===== config.mk =====
export PLATFORM = sky130hd
export DESIGN_NAME = pll_and_peripheral_clock_config
export DESIGN_NICKNAME = d
export VERILOG_FILES = /design/src/hw/clk_cfg_pkg.sv /design/src/hw/pll_mult_decode.sv /design/src/hw/prediv_ratio.sv /design/src/hw/pll_and_peripheral_clock_config.sv
export SDC_FILE = /design/constraint.sdc
export NUM_CORES = 1
export LEC_CHECK = 0
export BUFFER_PORTS_ARGS = -buffer_cell sky130_fd_sc_hd__buf_4
export CAP_MARGIN = 10
export CORE_UTILIZATION = 48
export CTS_BUF_LIST = sky130_fd_sc_hd__clkbuf_4 sky130_fd_sc_hd__clkbuf_8 sky130_fd_sc_hd__clkbuf_16
export DETAILED_ROUTE_END_ITERATION = 16
export PLACE_DENSITY = 0.84
export SETUP_SLACK_MARGIN = 0.05
export SLEW_MARGIN = 10
export SYNTH_ARGS = -nofsm -noshare
export SYNTH_HDL_FRONTEND = slang
export SYNTH_SLANG_ARGS = --single-unit

===== constraint.sdc =====
create_clock -name pclk -period 3.4 [get_ports pclk]
set_input_delay 0.34 -clock pclk [delete_from_list [all_inputs] [get_ports pclk]]
set_output_delay 0.34 -clock pclk [all_outputs]
set_load 0.01 [all_outputs]

===== src/hw/clk_cfg_pkg.sv =====
package clk_cfg_pkg;

   // Register byte offsets on the APB window
   localparam logic [11:0] OFF_BUS_PERIPHERAL_RESET = 12'h028;
   localparam logic [11:0] OFF_CLOCK_CONFIG_SECOND = 12'h02C;

   // Reset values of both registers
   localparam logic [31:0] RST_BUS_PERIPHERAL_RESET = 32'h0000_0000;
   localparam logic [31:0] RST_CLOCK_CONFIG_SECOND = 32'h0000_0000;

   // Bus reset register layout
   localparam int USB_RESET_BIT = 12;

   // Second configuration register layout
   localparam int PLL2_MSB_BIT = 31;
   localparam int PRESEL_BIT = 30;
   localparam int ADC_MSB_BIT = 29;
   localparam int AUDIO2_SEL_BIT = 18;
   localparam int AUDIO1_SEL_BIT = 17;
   localparam int PREDIV0_SEL_BIT = 16;
   localparam int PLL2_LO_HI = 15;
   localparam int PLL2_LO_LO = 12;
   localparam int PLL1_HI = 11;
   localparam int PLL1_LO = 8;
   localparam int PREDIV1_HI = 7;
   localparam int PREDIV1_LO = 4;
   localparam int PREDIV0_HI = 3;
   localparam int PREDIV0_LO = 0;

   // Bits that software can store; all others read as zero
   localparam logic [31:0] CFG1_RW_MASK = 32'hE007_FFFF;
   localparam logic [31:0] PREDIV1_MASK = 32'h0000_00F0;

   // Multiplier encodings: most codes are code plus an offset
   localparam logic [5:0] MUL_OFFSET = 6'h02;
   localparam logic [4:0] PLL2_FIRST_CODE = 5'h06;
   localparam logic [4:0] PLL2_CODE_X20 = 5'h0F;
   localparam logic [4:0] PLL2_CODE_X40 = 5'h1F;
   localparam logic [3:0] PLL1_FIRST_CODE = 4'h6;
   localparam logic [3:0] PLL1_CODE_X16 = 4'hE;
   localparam logic [3:0] PLL1_CODE_X20 = 4'hF;
   localparam logic [5:0] MUL_X16 = 6'h10;
   localparam logic [5:0] MUL_X20 = 6'h14;
   localparam logic [5:0] MUL_X40 = 6'h28;

   // Configuration fields as driven to the clock tree
   typedef struct packed {
      logic usb_fullspeed_reset_ctl;
      logic pll_source_preselect;
      logic adc_clock_prescale_msb;
      logic audio_port2_clock_select;
      logic audio_port1_clock_select;
      logic prediv0_input_select;
      logic [4:0] pll2_multiplier;
      logic [3:0] pll1_multiplier;
      logic [3:0] prediv1_factor;
      logic [3:0] prediv0_factor;
   } cfg_fields_t;

   // Decoded multiply and divide ratios
   typedef struct packed {
      logic [5:0] pll2_mult_value;
      logic pll2_mult_reserved;
      logic [5:0] pll1_mult_value;
      logic pll1_mult_reserved;
      logic [4:0] prediv1_ratio;
      logic [4:0] prediv0_ratio;
   } ratio_info_t;

endpackage


===== src/hw/pll_mult_decode.sv =====
// Turns the PLL multiplier codes into multiply factors; reserved codes give zero
module pll_mult_decode (
   input wire logic [4:0] pll2_code,
   input wire logic [3:0] pll1_code,
   output logic [5:0] pll2_value,
   output logic pll2_reserved,
   output logic [5:0] pll1_value,
   output logic pll1_reserved
);

   // Five-bit code: two irregular steps at 0x0F and 0x1F
   function automatic logic [5:0] pll2_factor(input logic [4:0] c);
      if (c < clk_cfg_pkg::PLL2_FIRST_CODE) begin
         pll2_factor = 6'h00;
      end else if (c == clk_cfg_pkg::PLL2_CODE_X20) begin
         pll2_factor = clk_cfg_pkg::MUL_X20;
      end else if (c == clk_cfg_pkg::PLL2_CODE_X40) begin
         pll2_factor = clk_cfg_pkg::MUL_X40;
      end else begin
         pll2_factor = {1'b0, c} + clk_cfg_pkg::MUL_OFFSET;
      end
   endfunction

   // Four-bit code: linear up to 0x0D, then x16 and x20
   function automatic logic [5:0] pll1_factor(input logic [3:0] c);
      if (c < clk_cfg_pkg::PLL1_FIRST_CODE) begin
         pll1_factor = 6'h00;
      end else if (c == clk_cfg_pkg::PLL1_CODE_X16) begin
         pll1_factor = clk_cfg_pkg::MUL_X16;
      end else if (c == clk_cfg_pkg::PLL1_CODE_X20) begin
         pll1_factor = clk_cfg_pkg::MUL_X20;
      end else begin
         pll1_factor = {2'b00, c} + clk_cfg_pkg::MUL_OFFSET;
      end
   endfunction

   assign pll2_value = pll2_factor(pll2_code);
   assign pll2_reserved = (pll2_code < clk_cfg_pkg::PLL2_FIRST_CODE);
   assign pll1_value = pll1_factor(pll1_code);
   assign pll1_reserved = (pll1_code < clk_cfg_pkg::PLL1_FIRST_CODE);

endmodule


===== src/hw/prediv_ratio.sv =====
// Divide ratio of a pre-divider: the code plus one
module prediv_ratio #(
   parameter int W = 4
) (
   input wire logic [W-1:0] code,
   output logic [W:0] ratio
);

   assign ratio = {1'b0, code} + {{W{1'b0}}, 1'b1};

endmodule


===== src/hw/pll_and_peripheral_clock_config.sv =====
// Chosen here: register access over APB.
module pll_and_peripheral_clock_config #(
   parameter int ADDR_W = 12
) (
   input wire logic pclk,
   input wire logic presetn,
   input wire logic psel,
   input wire logic penable,
   input wire logic pwrite,
   input wire logic [ADDR_W-1:0] paddr,
   input wire logic [31:0] pwdata,
   input wire logic [3:0] pstrb,
   output logic [31:0] prdata,
   output logic pready,
   output logic pslverr,
   input wire logic cfg0_prediv0_lsb_we,
   input wire logic cfg0_prediv0_lsb_wdata,
   input wire logic pll1_enabled,
   input wire logic pll2_enabled,
   output clk_cfg_pkg::cfg_fields_t cfg_fields,
   output clk_cfg_pkg::ratio_info_t ratio_info
);

   // Whole state of the block in one word
   typedef struct packed {
      logic usb_rst;
      logic [31:0] cfg1;
      logic pready;
      logic pslverr;
      logic [31:0] prdata;
      clk_cfg_pkg::ratio_info_t ratio;
   } state_t;

   state_t s_q; // Registered state
   state_t s_d; // Next state

   // Decoder results, taken from the stored register
   logic [5:0] pll2_val;
   logic pll2_rsv;
   logic [5:0] pll1_val;
   logic pll1_rsv;
   logic [4:0] pdiv1_val;
   logic [4:0] pdiv0_val;

   // Bus phase terms
   logic access;     // Access phase of any transfer
   logic done;       // Edge where the master samples pready
   logic hit_rst;    // Address selects the bus reset register
   logic hit_cfg;    // Address selects the second config register
   logic [31:0] bmask; // Byte lanes enabled by pstrb

   // Expand byte strobes to a bit mask
   function automatic logic [31:0] lane_mask(input logic [3:0] s);
      lane_mask = {{8{s[3]}}, {8{s[2]}}, {8{s[1]}}, {8{s[0]}}};
   endfunction

   // Place the reset bit into a read word; the rest reads zero
   function automatic logic [31:0] rst_word(input logic b);
      rst_word = 32'h0000_0000;
      rst_word[clk_cfg_pkg::USB_RESET_BIT] = b;
   endfunction

   // Multiplier codes come straight from the stored fields
   pll_mult_decode u_mult (
      .pll2_code({s_q.cfg1[clk_cfg_pkg::PLL2_MSB_BIT],
                  s_q.cfg1[clk_cfg_pkg::PLL2_LO_HI:clk_cfg_pkg::PLL2_LO_LO]}),
      .pll1_code(s_q.cfg1[clk_cfg_pkg::PLL1_HI:clk_cfg_pkg::PLL1_LO]),
      .pll2_value(pll2_val),
      .pll2_reserved(pll2_rsv),
      .pll1_value(pll1_val),
      .pll1_reserved(pll1_rsv)
   );

   // Pre-divider 1 ratio
   prediv_ratio #(
      .W(4)
   ) u_pdiv1 (
      .code(s_q.cfg1[clk_cfg_pkg::PREDIV1_HI:clk_cfg_pkg::PREDIV1_LO]),
      .ratio(pdiv1_val)
   );

   // Pre-divider 0 ratio
   prediv_ratio #(
      .W(4)
   ) u_pdiv0 (
      .code(s_q.cfg1[clk_cfg_pkg::PREDIV0_HI:clk_cfg_pkg::PREDIV0_LO]),
      .ratio(pdiv0_val)
   );

   // Address decode; misaligned addresses match nothing
   assign hit_rst = (paddr == ADDR_W'(clk_cfg_pkg::OFF_BUS_PERIPHERAL_RESET));
   assign hit_cfg = (paddr == ADDR_W'(clk_cfg_pkg::OFF_CLOCK_CONFIG_SECOND));
   assign access = psel && penable;
   assign done = access && s_q.pready;
   assign bmask = lane_mask(pstrb);

   // Next-state logic: one wait state per transfer, writes at completion
   always_comb begin
      s_d = s_q;
      s_d.pready = 1'b0;
      s_d.pslverr = 1'b0;
      s_d.prdata = 32'h0000_0000;
      // Answer in the second access cycle; the wait keeps prdata a flop output
      if (access && !s_q.pready) begin
         s_d.pready = 1'b1;
         s_d.pslverr = !(hit_rst || hit_cfg);
         if (!pwrite && hit_rst) begin
            s_d.prdata = rst_word(s_q.usb_rst);
         end else if (!pwrite && hit_cfg) begin
            s_d.prdata = s_q.cfg1 & clk_cfg_pkg::CFG1_RW_MASK;
         end
      end
      // Writes take effect on the edge the master sees pready
      if (done && pwrite && hit_rst && bmask[clk_cfg_pkg::USB_RESET_BIT]) begin
         // Other bits are not stored, so a stray write there is harmless
         s_d.usb_rst = pwdata[clk_cfg_pkg::USB_RESET_BIT];
      end
      if (done && pwrite && hit_cfg) begin
         // Merge only enabled lanes of defined fields
         s_d.cfg1 = (s_q.cfg1 & ~(bmask & clk_cfg_pkg::CFG1_RW_MASK))
                  | (pwdata & bmask & clk_cfg_pkg::CFG1_RW_MASK);
         // Pre-divider 1 is frozen while either PLL runs, to avoid a glitch
         if (pll1_enabled || pll2_enabled) begin
            s_d.cfg1 = (s_d.cfg1 & ~clk_cfg_pkg::PREDIV1_MASK)
                     | (s_q.cfg1 & clk_cfg_pkg::PREDIV1_MASK);
         end
      end
      // Shared storage: a config0 write lands last, so it wins a tie
      if (cfg0_prediv0_lsb_we) begin
         s_d.cfg1[clk_cfg_pkg::PREDIV0_LO] = cfg0_prediv0_lsb_wdata;
      end
      // Decoded ratios follow the fields by one cycle
      s_d.ratio.pll2_mult_value = pll2_val;
      s_d.ratio.pll2_mult_reserved = pll2_rsv;
      s_d.ratio.pll1_mult_value = pll1_val;
      s_d.ratio.pll1_mult_reserved = pll1_rsv;
      s_d.ratio.prediv1_ratio = pdiv1_val;
      s_d.ratio.prediv0_ratio = pdiv0_val;
   end

   // State register; both registers clear to zero so USB runs after reset
   always_ff @(posedge pclk or negedge presetn) begin
      if (!presetn) begin
         s_q.usb_rst <= clk_cfg_pkg::RST_BUS_PERIPHERAL_RESET[clk_cfg_pkg::USB_RESET_BIT];
         s_q.cfg1 <= clk_cfg_pkg::RST_CLOCK_CONFIG_SECOND;
         s_q.pready <= 1'b0;
         s_q.pslverr <= 1'b0;
         s_q.prdata <= 32'h0000_0000;
         s_q.ratio <= '0;
      end else begin
         s_q <= s_d;
      end
   end

   // Bus outputs
   assign prdata = s_q.prdata;
   assign pready = s_q.pready;
   assign pslverr = s_q.pslverr;

   // Field outputs, each taken from bits of the stored registers
   assign cfg_fields.usb_fullspeed_reset_ctl = s_q.usb_rst;
   assign cfg_fields.pll_source_preselect = s_q.cfg1[clk_cfg_pkg::PRESEL_BIT];
   assign cfg_fields.adc_clock_prescale_msb = s_q.cfg1[clk_cfg_pkg::ADC_MSB_BIT];
   assign cfg_fields.audio_port2_clock_select = s_q.cfg1[clk_cfg_pkg::AUDIO2_SEL_BIT];
   assign cfg_fields.audio_port1_clock_select = s_q.cfg1[clk_cfg_pkg::AUDIO1_SEL_BIT];
   assign cfg_fields.prediv0_input_select = s_q.cfg1[clk_cfg_pkg::PREDIV0_SEL_BIT];
   assign cfg_fields.pll2_multiplier = {s_q.cfg1[clk_cfg_pkg::PLL2_MSB_BIT],
      s_q.cfg1[clk_cfg_pkg::PLL2_LO_HI:clk_cfg_pkg::PLL2_LO_LO]};
   assign cfg_fields.pll1_multiplier =
      s_q.cfg1[clk_cfg_pkg::PLL1_HI:clk_cfg_pkg::PLL1_LO];
   assign cfg_fields.prediv1_factor = s_q.cfg1[clk_cfg_pkg::PREDIV1_HI:clk_cfg_pkg::PREDIV1_LO];
   assign cfg_fields.prediv0_factor = s_q.cfg1[clk_cfg_pkg::PREDIV0_HI:clk_cfg_pkg::PREDIV0_LO];
   assign ratio_info = s_q.ratio;

   // Reset bit follows a completed write with byte lane 1 enabled one edge later
   a_usb_rst_write: assert property (@(posedge pclk) disable iff (!presetn)
      (done && pwrite && hit_rst && pstrb[1]) |=> (cfg_fields.usb_fullspeed_reset_ctl
         == $past(pwdata[clk_cfg_pkg::USB_RESET_BIT])))
      else $error("usb reset bit did not follow write");

   // Reserved bus-reset bits read as zero
   a_rst_rsvd_zero: assert property (@(posedge pclk) disable iff (!presetn)
      (access && !pready && !pwrite && hit_rst) |=>
         (pready && (prdata == rst_word(cfg_fields.usb_fullspeed_reset_ctl))))
      else $error("bus reset readback wrong");

   // Every transfer answers after exactly one wait cycle
   a_access_wait: assert property (@(posedge pclk) disable iff (!presetn)
      (psel && !penable) ##1 (psel && penable) |=> pready)
      else $error("no answer one cycle into access");

   // Config readback matches the fields it drives
   a_cfg_readback: assert property (@(posedge pclk) disable iff (!presetn)
      (access && !pready && !pwrite && hit_cfg) |=>
         (prdata[clk_cfg_pkg::PRESEL_BIT] == cfg_fields.pll_source_preselect
          && prdata[clk_cfg_pkg::PLL2_MSB_BIT] == cfg_fields.pll2_multiplier[4]
          && prdata[28:19] == 10'h000 && !pslverr))
      else $error("second config readback wrong");

   // Unmapped addresses answer with an error
   a_unmapped_err: assert property (@(posedge pclk) disable iff (!presetn)
      (access && !pready && !hit_rst && !hit_cfg) |=> (pready && pslverr))
      else $error("unmapped access not flagged");

   // Source selects take the written value
   a_select_write: assert property (@(posedge pclk) disable iff (!presetn)
      (done && pwrite && hit_cfg && pstrb[2] && pstrb[3] && !cfg0_prediv0_lsb_we) |=>
         ({cfg_fields.pll_source_preselect, cfg_fields.audio_port2_clock_select,
           cfg_fields.audio_port1_clock_select, cfg_fields.prediv0_input_select,
           cfg_fields.adc_clock_prescale_msb} ==
          {$past(pwdata[30]), $past(pwdata[18]), $past(pwdata[17]), $past(pwdata[16]),
           $past(pwdata[29])}))
      else $error("select bits did not follow write");

   // PLL2 code 0x1F decoded as x40 two cycles after the write
   a_pll2_decode: assert property (@(posedge pclk) disable iff (!presetn)
      (cfg_fields.pll2_multiplier == clk_cfg_pkg::PLL2_CODE_X40) ##1
      (cfg_fields.pll2_multiplier == clk_cfg_pkg::PLL2_CODE_X40) |->
         (ratio_info.pll2_mult_value == clk_cfg_pkg::MUL_X40 && !ratio_info.pll2_mult_reserved))
      else $error("pll2 x40 decode wrong");

   // PLL1 reserved codes flagged, code 0x0E decoded as x16; the release edge is skipped,
   // because the ratios are still held at zero by reset there
   a_pll1_decode: assert property (@(posedge pclk) disable iff (!presetn)
      (presetn && $stable(cfg_fields.pll1_multiplier)) |=>
         (ratio_info.pll1_mult_reserved
          == ($past(cfg_fields.pll1_multiplier) < clk_cfg_pkg::PLL1_FIRST_CODE))
         && (($past(cfg_fields.pll1_multiplier) != clk_cfg_pkg::PLL1_CODE_X16)
             || ratio_info.pll1_mult_value == clk_cfg_pkg::MUL_X16))
      else $error("pll1 decode wrong");

   // Pre-divider 1 holds while a PLL runs
   a_prediv1_locked: assert property (@(posedge pclk) disable iff (!presetn)
      (done && pwrite && (pll1_enabled || pll2_enabled)) |=> $stable(cfg_fields.prediv1_factor))
      else $error("pre-divider 1 changed with PLL on");

   // Shared bit follows the config0 strobe
   a_prediv0_shared: assert property (@(posedge pclk) disable iff (!presetn)
      cfg0_prediv0_lsb_we |=> (cfg_fields.prediv0_factor[0] == $past(cfg0_prediv0_lsb_wdata)))
      else $error("shared pre-divider bit lost");

   // PLL2 field is split across bit 31 and 15:12
   a_pll2_split: assert property (@(posedge pclk) disable iff (!presetn)
      (done && pwrite && hit_cfg && (&pstrb)) |=>
         (cfg_fields.pll2_multiplier == {$past(pwdata[31]), $past(pwdata[15:12])}))
      else $error("pll2 field split wrong");

endmodule


### After elaboration in Yosys (flattened, before gate mapping)

Cells that the tools add are included.

| word-level totals | value |
|---|---|
| input port bits | 57 |
| latch bits | 0 |
| bits in read-only memories | 0 |
| memories kept | 0 |
| logic and storage cells | 56 |
| output and inout port bits | 81 |
| register bits after elaboration | 91 |
| RAM bits | 0 |

| operators by class | value |
|---|---|
| reduce and logical (&&, ||, !) cells | 15 |
| $mul | 0 |
| multiplexer cells | 12 |
| bitwise operators | 5 |
| order comparisons | 2 |
| $add $sub $neg | 4 |
| shift operators | 0 |
| equal/unequal tests | 6 |
| div/mod/pow operators | 0 |

Operators with widths:

| operator | number |
|---|---|
| 2-to-1 mux 32 bit | 3 |
| AND 32 bit | 2 |
| 2-to-1 mux 6 bit | 6 |
| 2-to-1 mux 34 bit | 1 |
| inverter 32 bit | 1 |
| OR 32 bit | 1 |
| OR 32 x 8 -> 32 bit | 1 |
| == test 12 x 6 -> 1 bit, second input constant | 2 |
| adder 4 x 1 -> 5 bit, second input constant | 2 |
| logical AND 1 bit | 9 |
| == test 4 bit, second input constant | 2 |
| adder 5 x 2 -> 6 bit, second input constant | 1 |
| adder 4 x 2 -> 5 bit, second input constant | 1 |
| == test 5 x 4 -> 1 bit, second input constant | 1 |
| == test 5 bit, second input constant | 1 |
| less-than comparator 5 x 3 -> 1 bit, second input constant | 1 |
| less-than comparator 4 x 3 -> 1 bit, second input constant | 1 |
| zero test 1 bit | 3 |
| logical OR 1 bit | 2 |
| 2-to-1 mux 1 bit | 2 |
| nonzero test 2 bit | 1 |

### Longest topological paths before layout

Gate-level depths: netlist of run 1.

| depth | value |
|---|---|
| depth in word-level cells | 7 |
| gate-level depth with buffers | 5 |
| gate-level depth less buffers | 5 |

### By module

Synthesis of run 1 repeated with hierarchy kept, for this count alone.

| unflattened totals | value |
|---|---|
| cell total of the unflattened synthesis | 194 |
| area, all modules | 2751.4 µm² |

Modules (own cells, without submodules):

| module | instances | area each (µm²) | seq. area each (µm²) | cells each |
|---|---|---|---|---|
| pll_and_peripheral_clock_config | 1 | 2463.6 | 1776.7 | 153 |
| pll_mult_decode | 1 | 195.2 | 0.0 | 29 |
| prediv_ratio | 2 | 46.3 | 0.0 | 6 |

### Worst setup path after synthesis of run 1

No wires, ideal clock.

| timing path | value |
|---|---|
| path kind | input to register |
| start | input port paddr[4] |
| end | register s_q (netlist bit cfg_fields[22]) |
| data arrival time | 1.411 ns |
| path slack | 1.864 ns |
| cell stages on the path | 4 |
| buffers on the path | 0 |
| library setup time | 0.125 ns |
| data required time | 3.275 ns |
| path through | nor4b_2 > nand4_1 > and4bb_2 > mux2_2 |

| between the ends | value |
|---|---|
| longest elaborated chain between the ends | 3 |

RTL lines:

| element | RTL line | text |
|---|---|---|
| start: declaration | pll_and_peripheral_clock_config.sv:10 | `input wire logic [ADDR_W-1:0] paddr,` |
| == test 12 x 6 -> 1 bit | pll_and_peripheral_clock_config.sv:91 | `assign hit_rst = (paddr == ADDR_W'(clk_cfg_pkg::OFF_BUS_PERIPHERAL_RESET));` |
| logical AND 1 bit (2 in series) | pll_and_peripheral_clock_config.sv:114 | `if (done && pwrite && hit_rst && bmask[clk_cfg_pkg::USB_RESET_BIT]) begin` |
| end: declaration | pll_and_peripheral_clock_config.sv:34 | `state_t s_q;` |

No other way between the ends.
A chain may end at the register's enable or synchronous reset.

==> metrics.yaml, run 1 <==
status:
  outcome: "finished clean"
sta:
  max_freq_mhz: 556
  hold_viol_final: 0
  drv_slew: 0
  min_period_ns: 1.80
  setup_ws_ns: 1.60
  rsz0062_at_grt: "false"
  fin_tns_setup_ns: 0
  hold_slack_ns: 0.113
  tightest_slew_ns: 0.878
  relSlewSlack_pct: 41.3
  fin_worst_skew_ns: 0.00801
  period_share_pct: 52.9
  finalSetupViolCount: 0
logic_synthesis:
  syn_area_um2: 2720
  synth.most_common_cell: "dfrtp_1"
  synth_edf_count: 0
  async_flop_share_pct: 100
  synthFlopType: "dfrtp_1"
  yosys.area.top_type: "dfrtp_1"
  synth.area.top_cells: "dfrtp_1, mux2_1, and2_1, buf_4, ha_1"
  synthTopCellsByCount: "dfrtp_1, and2_1, mux2_1"
  synth.yosys.seq_area_share_pct: 64.4
  ys_types: 34
  synth_top_area_share_pct: 64.4
  yosys_warnings: 0
  synth_area_per_cell_um2: 13.7
  synth_seq_cells: 70
  syn_inst: 199
floorplanning:
  initial_core_util_pct: 49.7
  dieArea_um2: 5970
  io_pins: 138
  die_x_um: 77.3
  core_um2: 5470
  num_rows: 27
  fp.dieH_um: 77.3
pwr:
  power_density_nw_per_um2: 431
  p_leak_nw: 2.10
  ir_worst_vdd_mv: 0.219
  finalPower_mw: 1.66
clock_tree:
  ctsResizeCount: 0
  cts.sinks: 70
  holdBufCountCts: 0
  cts_tree: "built"
  cts-root-buf: "clkbuf_8"
  htreeDepth: 3
  path_clk_slew_ns: 0.07
  cts_setup_buffers: 0
  cts_buffers: 9
  clock_latency_ns: 0.33
  clk_path_buf_depth: 2
setup_path:
  rr_startpoint: "pready$_DFF_PN0_"
  critical_path_class: "primary input to flop"
  crit_buf_inv: 1
  max_stage_delay_ns: 0.79
  worstPathCellList: "buf_4, nor4b_2, nand4_1, nor4b_4, and2_1"
  cp_top_family: "simple AND/OR/NAND/NOR gates"
  critical_path.max_fanout: 21
  cp.required_ns: 3.66
  cpMaxStageDelayCell: "nor4b_4"
  crit_arrival_ns: 2.05
  critPathLaunchType: "primary input"
  crit_start: "paddr[4]"
  cp-end-kind: "flop"
place:
  port_buffers: 116
  gp_congestion: 0.763
  preCtsSetupSlack_ns: 1.19
  placed_cell_area_um2: 3620
  numPlacedInstances: 382
  dpl.hpwl_um: 3940
drt:
  ant_nets: 0
  routed_wl_um: 5290
  dr.pass1.iters: 4
  drc: 0
  num_vias: 1891
  drt_iter0_drc: 80
  wl_per_cell_um: 13.3
  via_per_inst: 4.75
final_layout:
  stdcell_count: 398
  drive_above_1_share_pct: 43.3
  nets: 382
  design_area_um2: 3840
  syn2layout_area_growth_pct: 41.2
  n_fill_cell: 408
  fin_util_pct: 70.2
  num_antenna_cells: 0
  multiInputGateArea_um2: 886
  regArea_um2: 1750
global_routing:
  grtUsageTotal_pct: 18.7
  grt_max_degree: 71
  grt_use_met3_pct: 5.12
  grt_pass1_vias: 1853
  top_usage_layer: "met2"
  use_met1_pct: 21.1
  antenna_found_initial: 0
  grt-ovfl-total: 0
  use_met2_pct: 31.9
  grt_pass1_wl_um: 8410
min_path:
  hold_path_class: "primary input to async pin"
flow_run:
  maxCapViolations: 0
==> worst paths after layout <==
kind	slack (ns)	cells past startpoint	to
min	0.11	1	async pin
max in group asynchronous	2.76	1	async pin
max reg2reg	1.64	3	prdata[13]$_DFF_PN0_
min reg2reg	0.51	1	prdata[30]$_DFF_PN0_
min in group pclk	0.22	2	prdata[12]$_DFF_PN0_
max	1.60	5	prdata[13]$_DFF_PN0_
==> routing by layer <==
| layer | part of all wire, % | up-vias |
|---|---|---|
| met5 | 0 | - |
| met4 | 1.3 | 0 |
| met3 | 6.4 | 5 |
| met2 | 53 | 77 |
| met1 | 39 | 915 |
| li1 | - | 894 |
==> kinds of logic (layout without fill, tap and decap cells) <==
group / after synthesis / in the layout / synth area share [%]
AO/OA/AOI/OAI: 9 / 9 / 1.79
XOR/XNOR: 6 / 6 / 1.93
adder cells (fa/ha/maj): 4 / 4 / 1.84
buffers and inverters: 20 / 137 / 4.69
flip-flops: 70 / 70 / 64.4
multiplexers: 24 / 24 / 9.89
other: 1 / 11 / 0.138
AND/OR/NAND/NOR: 65 / 65 / 15.3
==> power by group <==
part / internal [mW] / total, mW / switching, mW
logic: 0.0456 / 0.0862 / 0.0406
clock network: 0.430 / 0.728 / 0.297
registers: 0.838 / 0.841 / 0.00363
total: 1.31 / 1.66 / 0.341
==> layout by cell type (no fill, tap or decap), types with 3 or more instances in the layout <==
| master | netlist | final |
|---|---|---|
| mux2_1 | 21 | 21 |
| dfrtp_1 | 70 | 70 |
| conb_1 | 1 | 11 |
| and2_1 | 23 | 23 |
| and3_1 | 3 | 3 |
| a21oi_1 | 4 | 4 |
| xnor2_1 | 4 | 4 |
| inv_1 | 5 | 5 |
| nand3_1 | 7 | 7 |
| clkbuf_8 | 0 | 10 |
| o21ai_0 | 3 | 3 |
| nand2_1 | 8 | 8 |
| nor2_1 | 5 | 5 |
| buf_4 | 14 | 116 |
| ha_1 | 4 | 4 |
==> area by class of cell <==
| class | count | share of cell area [%] |
|---|---|---|
| repair buffers | 116 | 22.7 |
| clock inverters | 6 | 2.22 |
| flip-flops and latches | 70 | 45.6 |
| well taps | 72 | 2.35 |
| multi-input cells | 119 | 23.1 |
| inverters | 5 | 0.489 |
| clock buffers | 10 | 3.58 |
Note: power is estimated with default switching activity, not from simulation.
==> run 2, diff against run 1 <==
Settings changed: ABC_AREA set to 1, CORE_UTILIZATION 48 to 47, PLACE_DENSITY 0.84 to 0.8.
Clock period 3.4 ns to 1.8 ns, I/O delays scaled along.
==> run 2 against run 1 <==
Net effect: critical path type is now flop to flop; highest routed layer unchanged; utilization fell by 1.5 points; sequential cell count did not move; via count rose by 31%; combinational power rose by 130%.
==> metrics.yaml, run 2 <==
final_layout:
  syn2layout_area_growth_pct: 38.0
  drive_above_1_share_pct: 34.9  # -8.3 points
  final_common_cell: "buf_4"
  num_antenna_cells: 0  # unchanged
  layout_common_cells: "buf_4, nand2_1, dfrtp_1"
  fin_util_pct: 68.7  # -1.5 points
  nets: 497  # +30%
  n_fill_cell: 483  # +18%
sta:
  max_freq_mhz: 712
  hold_viol_final: 0  # unchanged
  drv_slew: 0  # unchanged
  min_period_ns: 1.40
  fin_worst_skew_ns: 0.0107  # +0.00273 ns
  rsz0062_at_grt: "false"
  finalSetupViolCount: 0  # unchanged
  period_share_pct: 78.0
  fin_tns_setup_ns: 0  # unchanged
clock_tree:
  cts_setup_buffers: 0  # unchanged
  htreeDepth: 3  # unchanged
  path_clk_slew_ns: 0.07  # about the same
  cts_tree: "built"
  cts.sinks: 70  # unchanged
  holdBufCountCts: 1  # +1
  clock_latency_ns: 0.34  # about the same
  clk_path_buf_depth: 2  # unchanged
  cts_buffers: 9  # unchanged
  ctsResizeCount: 0  # unchanged
  cts-root-buf: "clkbuf_8"
setup_path:
  cp-end-kind: "flop"
  max_stage_delay_ns: 0.45  # -0.34 ns
  reg2reg_to: "ratio_info[20]$_DFF_PN0_"
  crit_buf_inv: 0  # -1
  critical_path_class: "flop to flop"
  worstPathCellList: "ha_1, or2_2, nor2_1, nor3_1"
  critical_path_cell_count: 4  # -1
  reg2reg_depth: 4  # +1
  cp.required_ns: 2.01  # -1.65 ns
  crit_arrival_ns: 1.61  # -0.44 ns
  cpMaxStageDelayCell: "dfrtp_1"
  critical_path.max_fanout: 6  # -71%
  r2r_setup_slack_ns: 0.40  # -1.24 ns
  endpoint: "ratio_info[20]$_DFF_PN0_"
  critPathLaunchType: "flop"
  cp_top_family: "simple AND/OR/NAND/NOR gates"
pwr:
  seqPwrFrac_pct: 47.1  # -3.7 points
  p_leak_nw: 2.31  # +10%
  power_density_nw_per_um2: 811  # +88%
  ir_worst_vdd_mv: 0.582  # +170%
  intPower_mw: 2.70  # +110%
  power_switching_mw: 0.670  # +96%
  swShare_pct: 19.9  # -0.77 points
  combPwrFrac_pct: 5.9  # +0.7 points
  clockPowerShare_pct: 47.1  # +3.1 points
drt:
  drt_iter0_drc: 58  # -28%
  wl_per_cell_um: 13.1  # -1.4%
  met3WireLength_um: 396  # +17%
  via_per_inst: 4.80  # +0.99%
  drc: 0  # unchanged
  m1WireLength_um: 2730  # +32%
  ant_nets: 0  # unchanged
  dr.pass1.iters: 4  # unchanged
  routed_wl_um: 6760  # +28%
  top_layer: "met4"
  num_vias: 2476  # +31%
  met2WireLength_um: 3490  # +24%
logic_synthesis:
  synth_top_area_share_pct: 58.1  # -6.4 points
  synth_edf_count: 0  # unchanged
  synth_seq_cells: 70  # unchanged
  ys_types: 29  # -15%
  async_flop_share_pct: 100  # unchanged
  syn_inst: 313  # +57%
  synth.yosys.seq_area_share_pct: 58.1  # -6.4 points
  synth_area_per_cell_um2: 9.64  # -29%
  synthTopCellsByCount: "dfrtp_1, nand2_1, inv_1"
  yosys.area.top_type: "dfrtp_1"
  yosys_warnings: 0  # unchanged
  synthFlopType: "dfrtp_1"
  synth.area.top_cells: "dfrtp_1, nand2_1, inv_1, nor2_1, buf_4"
  syn_area_um2: 3020  # +11%
global_routing:
  grt_pass1_wl_um: 10600  # +26%
  grt_pass1_vias: 2303  # +24%
  grt-ovfl-total: 0  # unchanged
  grtUsageTotal_pct: 21.7  # +3.0 points
  grt_max_degree: 41  # -42%
  antenna_found_initial: 0  # unchanged
place:
  port_buffers: 116  # unchanged
  dpl.hpwl_um: 4970  # +26%
  gp_congestion: 0.827  # +8.4%
floorplanning:
  initial_core_util_pct: 49.8  # +0.093 points
  num_rows: 28  # +3.7%
  io_pins: 138  # unchanged
  dieArea_um2: 6740  # +13%
  fp.dieH_um: 82.1  # +6.3%
  die_x_um: 82.1  # +6.3%
  core_um2: 6060  # +11%
min_path:
  hold_path_class: "primary input to flop"
flow_run:
  maxCapViolations: 0  # unchanged
status:
  outcome: "finished clean"
-- run 2: worst min-delay path, cell delays in order --
cell and delay [ns]:
buf_4 0.08, o21ai_1 0.05, inv_1 0.05
-- run 2: power by group through the flow --
stage	registers, mW	clock network [mW]	logic [mW]
2_1_floorplan	1.62	0	0.0707
3_3_place_gp	1.62	0	0.192
3_5_place_dp	1.62	0	0.198
4_1_cts	1.59	1.62	0.201
5_1_grt	1.59	1.68	0.220
6_report	1.59	1.59	0.198
-- run 2: worst min path at each step --
stage	from	end	slack (ns)	cells after the start
final	pwdata[11]	flop	0.05	3
after global routing	pwdata[10]	flop	0.05	3
after CTS	pwdata[11]	flop	0.03	3
after detailed placement	presetn	ratio_info[1]$_DFF_PN0_	0.14	1
after global placement	presetn	prdata[1]$_DFF_PN0_	0.14	1
after floorplan	presetn	async pin	-0.12	0
-- run 2: area by class of cell --
type	count	area, µm²	share of cell area [%]
sequential	70	1750	42.1
tap	75	93.8	2.25
multi-input combinational	192	983	23.6
timing repair buffer	120	916	22.0
clock buffer	13	166	4.00
inverter	43	161	3.88
clock inverter	3	90.1	2.16
-- run 2: cells by family after synthesis --
logic type,Yosys count,share of synthesized area (%)
and+or+nand+nor,144,23.4
AOI/OAI and AO/OA,28,4.73
xor gates and xnor gates,5,1.45
other,1,0.124
buffers and inverters,61,10.6
DFF,70,58.1
adders and majority gates,4,1.66
-- run 2: routing by layer --
| metal | up-vias | global-route usage, % |
|---|---|---|
| met5 | - | 0 |
| met4 | 0 | 11.4 |
| met3 | 14 | 5.60 |
| met2 | 101 | 36.2 |
| met1 | 1165 | 25.6 |
| li1 | 1196 | - |
-- run 2: stage by stage --
stage / cell area [µm²] / hold slack (ns) / setup slack [ns] / cells / power (mW)
after global placement: 3900 / 0.137 / 0.241 / 499 / 1.81
after global routing: 4160 / 0.0516 / 0.288 / 516 / 3.49
after detailed placement: 3900 / 0.145 / 0.182 / 499 / 1.82
after floorplan: 3050 / -0.116 / 0.477 / 323 / 1.69
final: 4160 / 0.0464 / 0.396 / 516 / 3.37
after CTS: 4160 / 0.0335 / 0.376 / 516 / 3.41
